$ cat src/hw/swg_map.svh
// swg_map.svh: register offsets, field positions and reset values of the
// sinusoid waveform generator; definitions only, included by bare name
`ifndef SWG_MAP_SVH
`define SWG_MAP_SVH

// register byte offsets on the avalon slave
`define SWG_OFS_FREQ_WORD 16'h2030
`define SWG_OFS_PHASE_OFS 16'h2034
`define SWG_OFS_OUT_OFS 16'h2038
`define SWG_OFS_GAIN 16'h203c
`define SWG_OFS_GEN_CTRL 16'h2040
`define SWG_OFS_FILT_CTRL 16'h2044
`define SWG_OFS_STATUS 16'h2048

// reset values
`define SWG_RST_FREQ_WORD 24'h000000
`define SWG_RST_PHASE_OFS 20'h00000
`define SWG_RST_OUT_OFS 12'h000
`define SWG_RST_GAIN 11'h000
`define SWG_RST_FILT_RATIO 8'h00

// generator control fields
`define SWG_CTRL_EN_BIT 0
`define SWG_CTRL_TYPE_LSB 1
`define SWG_CTRL_TYPE_MSB 2

// filter control fields
`define SWG_FILT_RATE_BIT 0
`define SWG_FILT_BYP_BIT 1
`define SWG_FILT_S3_LSB 8
`define SWG_FILT_S3_MSB 15
`define SWG_FILT_S2_LSB 16
`define SWG_FILT_S2_MSB 23

// status fields
`define SWG_STAT_SAMPLE_MSB 11
`define SWG_STAT_RUN_BIT 16

// phase accumulator width and fraction bits of the gain
`define SWG_ACC_W 30
`define SWG_GAIN_FRAC 11

`endif

$ cat src/hw/swg_pkg.sv
// swg_pkg: types shared by the sinusoid waveform generator files
// assumes swg_map.svh constants for the field widths
package swg_pkg;

    // waveform type select codes
    typedef enum logic [1:0] {
        SWG_WAVE_DC = 2'b00,
        SWG_WAVE_RSVD = 2'b01,
        SWG_WAVE_SINE = 2'b10,
        SWG_WAVE_TRAP = 2'b11
    } swg_wave_t;

    // one avalon request as seen by the slave
    typedef struct packed {
        logic rd;
        logic wr;
        logic [15:0] addr;
        logic [3:0] be;
        logic [31:0] wdata;
    } swg_bus_req_t;

    // filter decimation settings
    typedef struct packed {
        logic rate_half;
        logic s3_bypass;
        logic [7:0] s3_ratio;
        logic [7:0] s2_ratio;
    } swg_filt_cfg_t;

endpackage

$ cat src/hw/swg_top.sv
// swg_top: sinusoid generator with avalon-mm registers, dac sample output
// and the decimation strobe that paces the transform input
// assumes CLK_SYS_I is the analog clock and all inputs are synchronous
`timescale 1ns/100ps
`default_nettype none
`include "swg_map.svh"

// Functional notes
// - a 24-bit frequency word is held and bits 31:24 of its register are reserved.
// - output frequency is clock rate times frequency word over two to the 30.
// - with sinc3 bypassed the transform rate is converter rate (1.6 MHz or 800 kHz) over the sinc2 ratio.
// - in general the transform rate is converter rate over sinc3 ratio over sinc2 ratio.
// - a 20-bit phase offset, degrees over 360 times two to the 20, shifts the sinusoid.
// - only in sinusoid mode a 12-bit offset is added to every output sample.
// - the output offset is a signed twos complement number.
// - sinusoid samples are scaled by an 11-bit unsigned gain register.
module swg_top #(
    parameter int FCW_W = 24,
    parameter int PHASE_W = 20,
    parameter int DAC_W = 12,
    parameter int GAIN_W = 11
) (
    // clock and reset
    input wire logic CLK_SYS_I,
    input wire logic RST_N_I,
    // avalon-mm slave
    input wire logic [15:0] AVS_ADDRESS_I,
    input wire logic AVS_READ_I,
    input wire logic AVS_WRITE_I,
    input wire logic [3:0] AVS_BYTEENABLE_I,
    input wire logic [31:0] AVS_WRITEDATA_I,
    output logic [31:0] AVS_READDATA_O,
    output logic AVS_WAITREQUEST_O,
    // dac sample stream
    output logic [DAC_W-1:0] DAC_DATA_O,
    output logic DAC_VALID_O,
    // converter sample strobe in, transform input strobe out
    input wire logic ADC_SAMPLE_STB_I,
    output logic DFT_IN_STB_O
);

    if (FCW_W != 24 || PHASE_W != 20 || DAC_W != 12 || GAIN_W != 11 ||
        PHASE_W > `SWG_ACC_W) begin : g_chk
        $error("swg_top: widths differ from the generator datapath");
    end

    // byte-enable merge of a write into a register image
    function automatic logic [31:0] merge_be(input logic [31:0] old_v,
            input logic [31:0] new_v, input logic [3:0] be);
        logic [31:0] r;
        r = old_v;
        for (int i = 0; i < 4; i++) begin
            if (be[i]) begin
                r[8*i +: 8] = new_v[8*i +: 8];
            end
        end
        return r;
    endfunction

    // decimation step: returns true when the counter wraps at the ratio
    function automatic logic dec_hit(input logic [7:0] cnt,
            input logic [7:0] ratio);
        return (ratio <= 8'h01) || (cnt >= ratio - 8'h01);
    endfunction

    swg_pkg::swg_bus_req_t req;
    logic ack_r;
    logic take;
    logic [31:0] rdata_nxt;
    logic [FCW_W-1:0] freq_word_r;
    logic [PHASE_W-1:0] phase_or_level_shift_r;
    logic [DAC_W-1:0] out_offset_r;
    logic [GAIN_W-1:0] sine_gain_r;
    logic generator_enable_bit_r;
    swg_pkg::swg_wave_t waveform_type_select_r;
    swg_pkg::swg_filt_cfg_t filt_r;
    logic [`SWG_ACC_W-1:0] acc_r;
    logic [PHASE_W-1:0] lut_phase;
    logic signed [DAC_W-1:0] sine_s;
    logic signed [2*DAC_W-1:0] scaled;
    logic signed [DAC_W+1:0] level;
    logic [DAC_W-1:0] dac_nxt;
    logic running;
    logic half_r;
    logic [7:0] s3_cnt_r;
    logic [7:0] s2_cnt_r;
    logic stb_adc;
    logic stb_s3;

    assign req = '{rd: AVS_READ_I, wr: AVS_WRITE_I, addr: AVS_ADDRESS_I,
                   be: AVS_BYTEENABLE_I, wdata: AVS_WRITEDATA_I};

    // one wait cycle per access; the access completes on the ack edge
    assign take = (req.rd | req.wr) & ~ack_r;
    assign AVS_WAITREQUEST_O = (req.rd | req.wr) & ~ack_r;

    always_ff @(posedge CLK_SYS_I or negedge RST_N_I) begin
        if (!RST_N_I) begin
            ack_r <= 1'b0;
        end else begin
            ack_r <= take;
        end
    end

    // read mux; reserved bits and unmapped offsets read zero
    always_comb begin
        rdata_nxt = '0;
        case (req.addr)
            `SWG_OFS_FREQ_WORD: rdata_nxt[FCW_W-1:0] = freq_word_r;
            `SWG_OFS_PHASE_OFS: rdata_nxt[PHASE_W-1:0] = phase_or_level_shift_r;
            `SWG_OFS_OUT_OFS: rdata_nxt[DAC_W-1:0] = out_offset_r;
            `SWG_OFS_GAIN: rdata_nxt[GAIN_W-1:0] = sine_gain_r;
            `SWG_OFS_GEN_CTRL: begin
                rdata_nxt[`SWG_CTRL_EN_BIT] = generator_enable_bit_r;
                rdata_nxt[`SWG_CTRL_TYPE_MSB:`SWG_CTRL_TYPE_LSB] =
                    waveform_type_select_r;
            end
            `SWG_OFS_FILT_CTRL: begin
                rdata_nxt[`SWG_FILT_RATE_BIT] = filt_r.rate_half;
                rdata_nxt[`SWG_FILT_BYP_BIT] = filt_r.s3_bypass;
                rdata_nxt[`SWG_FILT_S3_MSB:`SWG_FILT_S3_LSB] = filt_r.s3_ratio;
                rdata_nxt[`SWG_FILT_S2_MSB:`SWG_FILT_S2_LSB] = filt_r.s2_ratio;
            end
            `SWG_OFS_STATUS: begin
                rdata_nxt[`SWG_STAT_SAMPLE_MSB:0] = DAC_DATA_O;
                rdata_nxt[`SWG_STAT_RUN_BIT] = running;
            end
            default: rdata_nxt = '0;
        endcase
    end

    always_ff @(posedge CLK_SYS_I or negedge RST_N_I) begin
        if (!RST_N_I) begin
            AVS_READDATA_O <= '0;
        end else if (take && req.rd) begin
            AVS_READDATA_O <= rdata_nxt;
        end
    end

    // register writes take effect on the edge where waitrequest is low
    always_ff @(posedge CLK_SYS_I or negedge RST_N_I) begin
        if (!RST_N_I) begin
            freq_word_r <= `SWG_RST_FREQ_WORD;
            phase_or_level_shift_r <= `SWG_RST_PHASE_OFS;
            out_offset_r <= `SWG_RST_OUT_OFS;
            sine_gain_r <= `SWG_RST_GAIN;
        end else if (req.wr && ack_r) begin
            case (req.addr)
                `SWG_OFS_FREQ_WORD: freq_word_r <= FCW_W'(merge_be(
                    32'(freq_word_r), req.wdata, req.be));
                `SWG_OFS_PHASE_OFS: phase_or_level_shift_r <= PHASE_W'(
                    merge_be(32'(phase_or_level_shift_r), req.wdata,
                    req.be));
                `SWG_OFS_OUT_OFS: out_offset_r <= DAC_W'(merge_be(
                    32'(out_offset_r), req.wdata, req.be));
                `SWG_OFS_GAIN: sine_gain_r <= GAIN_W'(merge_be(
                    32'(sine_gain_r), req.wdata, req.be));
                default: ;
            endcase
        end
    end

    always_ff @(posedge CLK_SYS_I or negedge RST_N_I) begin
        if (!RST_N_I) begin
            generator_enable_bit_r <= 1'b0;
            waveform_type_select_r <= swg_pkg::SWG_WAVE_DC;
        end else if (req.wr && ack_r && req.addr == `SWG_OFS_GEN_CTRL &&
                     req.be[0]) begin
            generator_enable_bit_r <= req.wdata[`SWG_CTRL_EN_BIT];
            waveform_type_select_r <= swg_pkg::swg_wave_t'(
                req.wdata[`SWG_CTRL_TYPE_MSB:`SWG_CTRL_TYPE_LSB]);
        end
    end

    always_ff @(posedge CLK_SYS_I or negedge RST_N_I) begin
        if (!RST_N_I) begin
            filt_r <= '{rate_half: 1'b0, s3_bypass: 1'b0,
                        s3_ratio: `SWG_RST_FILT_RATIO,
                        s2_ratio: `SWG_RST_FILT_RATIO};
        end else if (req.wr && ack_r && req.addr == `SWG_OFS_FILT_CTRL) begin
            if (req.be[0]) begin
                filt_r.rate_half <= req.wdata[`SWG_FILT_RATE_BIT];
                filt_r.s3_bypass <= req.wdata[`SWG_FILT_BYP_BIT];
            end
            if (req.be[1]) begin
                filt_r.s3_ratio <= req.wdata[`SWG_FILT_S3_MSB:`SWG_FILT_S3_LSB];
            end
            if (req.be[2]) begin
                filt_r.s2_ratio <= req.wdata[`SWG_FILT_S2_MSB:`SWG_FILT_S2_LSB];
            end
        end
    end

    assign running = generator_enable_bit_r &&
                     waveform_type_select_r == swg_pkg::SWG_WAVE_SINE;

    // phase accumulator, wraps modulo two to the 30; held at zero when idle
    always_ff @(posedge CLK_SYS_I or negedge RST_N_I) begin
        if (!RST_N_I) begin
            acc_r <= '0;
        end else if (running) begin
            acc_r <= acc_r + `SWG_ACC_W'(freq_word_r);
        end else begin
            acc_r <= '0;
        end
    end

    assign lut_phase = acc_r[`SWG_ACC_W-1 -: PHASE_W] +
                       phase_or_level_shift_r;

    swg_sine_shaper #(
        .PHASE_W(PHASE_W),
        .OUT_W(DAC_W)
    ) u_shaper (
        .clk_i(CLK_SYS_I),
        .rst_n_i(RST_N_I),
        .phase_i(lut_phase),
        .sample_o(sine_s)
    );

    // gain, then signed offset, saturated to the dac range
    always_comb begin
        scaled = sine_s * $signed({1'b0, sine_gain_r});
        level = (DAC_W+2)'(scaled >>> `SWG_GAIN_FRAC) +
                (DAC_W+2)'($signed(out_offset_r));
        if (level > $signed((DAC_W+2)'({1'b0, {(DAC_W-1){1'b1}}}))) begin
            dac_nxt = {1'b0, {(DAC_W-1){1'b1}}};
        end else if (level < -$signed((DAC_W+2)'({1'b1, {(DAC_W-1){1'b0}}})))
        begin
            dac_nxt = {1'b1, {(DAC_W-1){1'b0}}};
        end else begin
            dac_nxt = level[DAC_W-1:0];
        end
    end

    // offset only applies in sinusoid mode; otherwise mid-scale zero
    always_ff @(posedge CLK_SYS_I or negedge RST_N_I) begin
        if (!RST_N_I) begin
            DAC_DATA_O <= '0;
            DAC_VALID_O <= 1'b0;
        end else begin
            DAC_DATA_O <= running ? dac_nxt : '0;
            DAC_VALID_O <= running;
        end
    end

    // transform pacing: converter rate, optional halving, sinc3, sinc2
    assign stb_adc = ADC_SAMPLE_STB_I && (!filt_r.rate_half || half_r);
    assign stb_s3 = stb_adc && (filt_r.s3_bypass ||
                    dec_hit(s3_cnt_r, filt_r.s3_ratio));

    always_ff @(posedge CLK_SYS_I or negedge RST_N_I) begin
        if (!RST_N_I) begin
            half_r <= 1'b0;
            s3_cnt_r <= '0;
            s2_cnt_r <= '0;
            DFT_IN_STB_O <= 1'b0;
        end else begin
            if (ADC_SAMPLE_STB_I) begin
                half_r <= ~half_r;
            end
            if (stb_adc) begin
                s3_cnt_r <= stb_s3 ? 8'h00 : s3_cnt_r + 8'h01;
            end
            if (stb_s3) begin
                s2_cnt_r <= dec_hit(s2_cnt_r, filt_r.s2_ratio) ? 8'h00 :
                            s2_cnt_r + 8'h01;
            end
            DFT_IN_STB_O <= stb_s3 &&
                            dec_hit(s2_cnt_r, filt_r.s2_ratio);
        end
    end

endmodule // swg_top

`default_nettype wire

$ cat src/hw/swg_sine_shaper.sv
// swg_sine_shaper: turns a phase word into a signed sine sample
// assumes phase is a binary fraction of one turn, msb is half a turn
`timescale 1ns/100ps
`default_nettype none

module swg_sine_shaper #(
    parameter int PHASE_W = 20,
    parameter int OUT_W = 12
) (
    // clock and reset
    input wire logic clk_i,
    input wire logic rst_n_i,
    // phase in, sample out
    input wire logic [PHASE_W-1:0] phase_i,
    output logic signed [OUT_W-1:0] sample_o
);

    localparam int X_W = OUT_W - 1;
    localparam logic [X_W:0] HALF_SPAN = {1'b1, {X_W{1'b0}}};
    localparam logic [X_W-1:0] PEAK = {X_W{1'b1}};

    if (PHASE_W < OUT_W) begin : g_chk
        $error("swg_sine_shaper: phase narrower than output");
    end

    logic [X_W-1:0] x;
    logic [2*X_W+1:0] prod;
    logic [X_W+1:0] mag;
    logic [X_W-1:0] mag_sat;

    // parabolic half wave 4x(1-x), mirrored negative for the second half
    always_comb begin
        x = phase_i[PHASE_W-2 -: X_W];
        prod = {1'b0, x} * (HALF_SPAN - {1'b0, x});
        mag = prod[2*X_W-1 -: X_W+2];
        mag_sat = (mag > {2'b00, PEAK}) ? PEAK : mag[X_W-1:0];
    end

    always_ff @(posedge clk_i or negedge rst_n_i) begin
        if (!rst_n_i) begin
            sample_o <= '0;
        end else if (phase_i[PHASE_W-1]) begin
            sample_o <= -$signed({1'b0, mag_sat});
        end else begin
            sample_o <= $signed({1'b0, mag_sat});
        end
    end

endmodule // swg_sine_shaper

`default_nettype wire

$ cat config.mk
export PLATFORM = sky130hd
export DESIGN_NAME = swg_top
export DESIGN_NICKNAME = d
export VERILOG_FILES = /design/src/hw/swg_pkg.sv /design/src/hw/swg_top.sv /design/src/hw/swg_sine_shaper.sv
export VERILOG_INCLUDE_DIRS = /design/src /design/src/hw
export SDC_FILE = /design/constraint.sdc
export NUM_CORES = 1
export LEC_CHECK = 0
export ABC_CLOCK_PERIOD_IN_PS = 12100
export BUFFER_PORTS_ARGS = -buffer_cell sky130_fd_sc_hd__buf_2
export CORE_AREA = 2 2 207 209
export CTS_BUF_LIST = sky130_fd_sc_hd__clkbuf_16
export CTS_CLUSTER_DIAMETER = 100
export DETAILED_ROUTE_END_ITERATION = 6
export DIE_AREA = 0 0 209 211
export HOLD_SLACK_MARGIN = 0.05
export PLACE_DENSITY_LB_ADDON = 0.2
export SYNTH_ARGS = -nofsm -noshare
export SYNTH_HDL_FRONTEND = slang
export SYNTH_HIERARCHICAL = 1
export SYNTH_SLANG_ARGS = --single-unit
$ cat constraint.sdc
create_clock -name CLK_SYS_I -period 12.1 [get_ports CLK_SYS_I]
set_clock_uncertainty 0.1 [all_clocks]
set_input_delay 0.605 -clock CLK_SYS_I [delete_from_list [all_inputs] [get_ports CLK_SYS_I]]
set_output_delay 0.605 -clock CLK_SYS_I [all_outputs]
set_load 0.02 [all_outputs]
==> impl_results.md, run 1 <==
- Final Setup Violations: 0
- Chip Width: ~210 um
- First-pass GRT wire length: 80600 um
- H-Tree Depth: 4
- Syn. warnings: 6
- Cell repeated most along the worst path: fa_1
- Num CTS Buffers: 17
- Min cycle time layout: a little over 10000 ps
- VDD IR max: 105 uV
- Die ar.: 44100 um^2
- Clock Tree Root: clkbuf_16
- Slowest cell on the critical path: fa_1
- DIE HEIGHT: 211 um
- Cell area after synthesis: just over 20000 um^2
- # rows: 75
- GP Congestion: between 0.8 and 0.9
- N_diodes: 0
- Global routing usage on met2: 0.384
- Startpoint types: register
- Area delta synth->final: 7.58%
- Fmax: about 100 MHz
- Vias in the first global route: 15700
- DR iter-0 viols: between 1000 and 1500
- Clock Path Buffers: 2
- Core area: between 40000 and 50000 um^2
- Worst slew pin tran: between 1000 and 1500 ps
- Post-route ant nets: 0
- Global route hottest layer: met2
- MaxCap Viol Count: 0
- Outcome: finished clean
- RSZ-0062 raised after global routing: no
- Worst-path clk slew: 70 ps
- CTS tree: yes
- Starting Density: 0.494
- Wire per inst: between 15 and 20 um
- Worst path max stage delay: around 540 ps
- Slew margin rel.: 0.185
- Vias after detailed routing: 15300
- DP HPWL: ~39000 um
- Clock latency on the worst-skew pair: roughly 460 ps
- Placed cell count: 2729
- Initial antenna violation count: 1
- Largest net degree at the start of global routing: about 110
- Syn_area_per_cell: about 9.6 um^2
- Area of the multi-input gates: about 14000 um^2
- Hold Crit Class: primary input to asynchronous set/reset pin
- Register area: ~4700 um^2
- DRC violations left: 0
- Final slew viol count: 0
- Post-CTS setup buffer count: 0
- Leak: around 11 nW
- Fin nets: between 2000 and 3000
- GRT met1 Usage: 0.313
- CTS Sinks: ~190
- CP endpoint kind: register
- PortBufs: 86
- # IOs: about 100
- Met3 global-route usage: 0.0387
- Fin. Hold Viols: 0
- Crit path DAT: approximately 10000 ps
- Setup TNS: 0 ps
- Share of layout cells above drive strength 1: 0.125
- Fillers: about 3800
- Worst endpoint required time: between 10000 and 15000 ps
- Worst Path Max Fanout: 21
- WL final: roughly 50000 um
- Number of cells produced by synthesis: 2144
- Hold-fix buffers, CTS: 0
- Grt total ovfl: 0
- Final std cells w/o fill: roughly 2800
- Kind of critical path: register to register
- Power density cells: around 63 nW/um^2
- Final worst-path cycle share: 0.844
- Total track usage: 0.231
- Via density: roughly 5.5
- CTS resizes: 0
- Drt first pass iters: 5
-- where the power goes --
part | total (mW) | internal [mW] | switching (mW)
sequential | 0.660 | 0.634 | 0.0252
combinational | 0.138 | 0.0472 | 0.0907
clock | 0.597 | 0.330 | 0.267
total | 1.39 | 1.01 | 0.383
-- cell type report --
cell class,instances,share of cell area
Timing Repair Buffer,102,0.0252
Tap cell,539,0.0304
Sequential cell,186,0.210
Inverter,314,0.0532
Multi-Input combinational cell,1588,0.653
Clock buffer,17,0.0192
Clock inverter,15,0.00858
-- registers in the layout (all words and copies together), names as in the netlist, 2 cells and up --
name and cells:
AVS_READDATA_O 24, DAC_DATA_O 12, acc_r 30, filt_r 18
freq_word_r 24, out_offset_r 12, phase_or_level_shift_r 20, s2_cnt_r 8
s3_cnt_r 8, sine_gain_r 11, u_shaper/sample_o 12, waveform_type_select_r 2
-- stage by stage --
step           worst slack (ps)  total power [mW]  cell area [um^2]  hold WS, ps   util
2_1_floorplan              2960             0.753             20700          209      -
3_3_place_gp               2150             0.803             21600          359  0.516
3_5_place_dp               1990             0.809             21600          365  0.516
4_1_cts                    1920              1.41             22200          196  0.531
5_1_grt                    1150              1.45             22200          222  0.531
6_report                   1880              1.39             22200          149  0.531
-- routing by layer --
metal	wire [um]	up-vias
met5	0	-
met4	1040	0
met3	2280	68
met2	23200	324
met1	22100	7658
li1	-	7205
-- critical path: cells and delay by family, from the launching register on --
kind / cells / cell delay [ps]
AND/OR/NAND/NOR: 9 / 1960
flip-flops: 1 / 420
adder cells (fa/ha/maj): 11 / 4040
multiplexers: 1 / 400
AO/OA/AOI/OAI: 12 / 2500
buffers and inverters: 6 / 560
XOR/XNOR: 1 / 80
-- final timing paths --
check | start | end | slack (ps) | cells after the start
max | phase_or_level_shift_r[0] | u_shaper/sample_o[10] | 1880 | 40
min | RST_N_I | s3_cnt_r[1] | 150 | 1
max reg2reg | phase_or_level_shift_r[0] | u_shaper/sample_o[10] | 1880 | 40
min reg2reg | AVS_READDATA_O[16] | AVS_READDATA_O[16] | 380 | 2
max in group asynchronous | RST_N_I | DAC_DATA_O[6] | 10290 | 2
min in group CLK_SYS_I | ADC_SAMPLE_STB_I | half_r | 260 | 2
-- layout by cell type (no fill, tap or decap), drive strengths merged, types with 25 or more instances in the layout --
master / count
nand2b: 78
nor2b: 51
xnor2: 50
nand3: 32
mux2: 98
nor2: 99
xor2: 39
fa: 215
a21oi: 83
o21ai: 92
nand2: 195
nor3: 25
inv: 320
buf: 101
and2: 65
a21o: 36
dfrtp: 186
ha: 201
No activity file was read; power rests on OpenSTA's default activity.
==> inputs of run 2 (changes only) <==
- ABC_CLOCK_PERIOD_IN_PS: 12100 -> 10300
- clock period: 12.1 -> 10.3 ns (I/O delays scaled with it)
==> impl_results.md, run 2 (synthesis results as in run 1) <==
- Outcome: finished clean
- Leak: between 10 and 15 nW
- VDD IR max: approximately 100 uV
- Core area: around 42000 um^2
- Max reg flops: 30
- Clock Tree Root: clkbuf_16
- H-Tree Depth: 4
- GP Congestion: 0.902
- Final slew viol count: 0
- Kind of critical path: register to register
- Slew margin rel.: 0.259
- Fin nets: approximately 2700
- WHS: 76.0 ps
- Area delta synth->final: 7.61%
- Register area: 4650 um^2
- Die ar.: 44100 um^2
- Crit path DAT: 9910 ps
- Worst endpoint required time: ~11000 ps
- Placed cell area: between 20000 and 25000 um^2
- Drt first pass iters: 5
- Post-CTS setup buffer count: 0
- RSZ-0062 raised after global routing: no
- Hold Crit Class: primary input to asynchronous set/reset pin
- PortBufs: 86
- Worst path max stage delay: 560 ps
- Fin. Hold Viols: 0
- Initial antenna violation count: 0
- CTS Sinks: 186
- Pwr Total: ~1.6 mW
- First-pass GRT wire length: around 82000 um
- Worst-path clk slew: 70 ps
- DR iter-0 viols: 975
- DRC violations left: 0
- DP HPWL: around 39000 um
- # IOs: roughly 100
- Min cycle time layout: ~9700 ps
- Reg with most FFs: acc_r
- Grt total ovfl: 0
- Final Setup Violations: 0
- Clock Path Buffers: 2
- DIE HEIGHT: between 200 and 250 um
- Clock latency on the worst-skew pair: around 470 ps
- Wire per inst: 17.9 um
- Vias after detailed routing: approximately 15000
- Biggest registers after layout: acc_r (30), AVS_READDATA_O (24), freq_word_r (24)
- CTS tree: yes
- Fillers: about 3800
- Total track usage: 0.235
- Slowest cell on the critical path: fa_1
- Cell repeated most along the worst path: fa_1
- WL final: between 40000 and 50000 um
- Post-route ant nets: 0
- CP endpoint kind: register
- Vias in the first global route: 15800
- Starting Density: 0.494
- Final worst-path cycle share: 0.940
- MaxCap Viol Count: 0
- Chip Width: between 200 and 250 um
- Worst slew pin tran: approximately 1100 ps
- Via density: 5.57
- # rows: 75
- Fmax: between 100 and 150 MHz
- Most common cell after layout, fill and taps aside: inv_1
- Design area: about 22000 um^2
- Num CTS Buffers: 17
- Setup TNS: 0 ps
- Most frequent cells in the layout: 314 x inv_1, 215 x fa_1, 200 x ha_1
- Power density cells: 73.4 nW/um^2
- N_diodes: 0
- Startpoint types: register
- Largest net degree at the start of global routing: around 120
- Share of layout cells above drive strength 1: 0.128
- Area of the multi-input gates: ~15000 um^2
- Worst Path Max Fanout: 15
[run 2: final timing paths]
path	start	to	slack [ps]	depth (start not counted)
max	phase_or_level_shift_r[0]	u_shaper/sample_o[10]	620	35
min	RST_N_I	s3_cnt_r[6]	80	1
max reg2reg	phase_or_level_shift_r[0]	u_shaper/sample_o[10]	620	35
min reg2reg	AVS_READDATA_O[1]	AVS_READDATA_O[1]	380	1
max in group asynchronous	RST_N_I	filt_r[4]	8510	2
min in group CLK_SYS_I	ADC_SAMPLE_STB_I	half_r	170	2
[run 2: power by group]
| part | total [mW] | internal [mW] | switching (mW) |
|---|---|---|---|
| logic | 0.163 | 0.0553 | 0.107 |
| clock network | 0.691 | 0.367 | 0.324 |
| registers | 0.774 | 0.745 | 0.0289 |
[run 2: critical path, delay by kind of cell (launching register included)]
family	cells	cell delay (ps)
XOR/XNOR	1	180
multiplexers	1	310
AO/OA/AOI/OAI	11	2510
adder cells (fa/ha/maj)	10	4080
AND/OR/NAND/NOR	7	1560
buffers and inverters	5	400
flip-flops	1	400
[run 2: metal layers]
metal	up-vias	part of all wire	wire [um]	track usage
met3	67	0.044	2150	0.0357
met2	336	0.47	23200	0.381
met4	0	0.023	1120	0.0724
met5	-	0	0	0
met1	7763	0.46	22900	0.326
li1	7217	-	-	-
[run 2: what timing repair did]
item	4_1_cts	5_1_grt
endpoints found under the setup margin	0	4
hold buffers	0	0
gates resized for setup	0	7
[run 2: area by class of cell]
class / count / area share
Clock buffer: 17 / 0.0192
Clock inverter: 15 / 0.00807
Inverter: 314 / 0.0531
Multi-Input combinational cell: 1588 / 0.654
Sequential cell: 186 / 0.210
Tap cell: 539 / 0.0304
Timing Repair Buffer: 102 / 0.0252
[run 2: per-stage QoR]
stage | util | instances | worst slack, ps
floorplan | - | 2159 | 1160
global placement | 0.516 | 2729 | 634
detailed placement | 0.516 | 2729 | 394
CTS | 0.530 | 2761 | 312
global route | 0.531 | 2761 | 24.1
finish | 0.531 | 2761 | 616
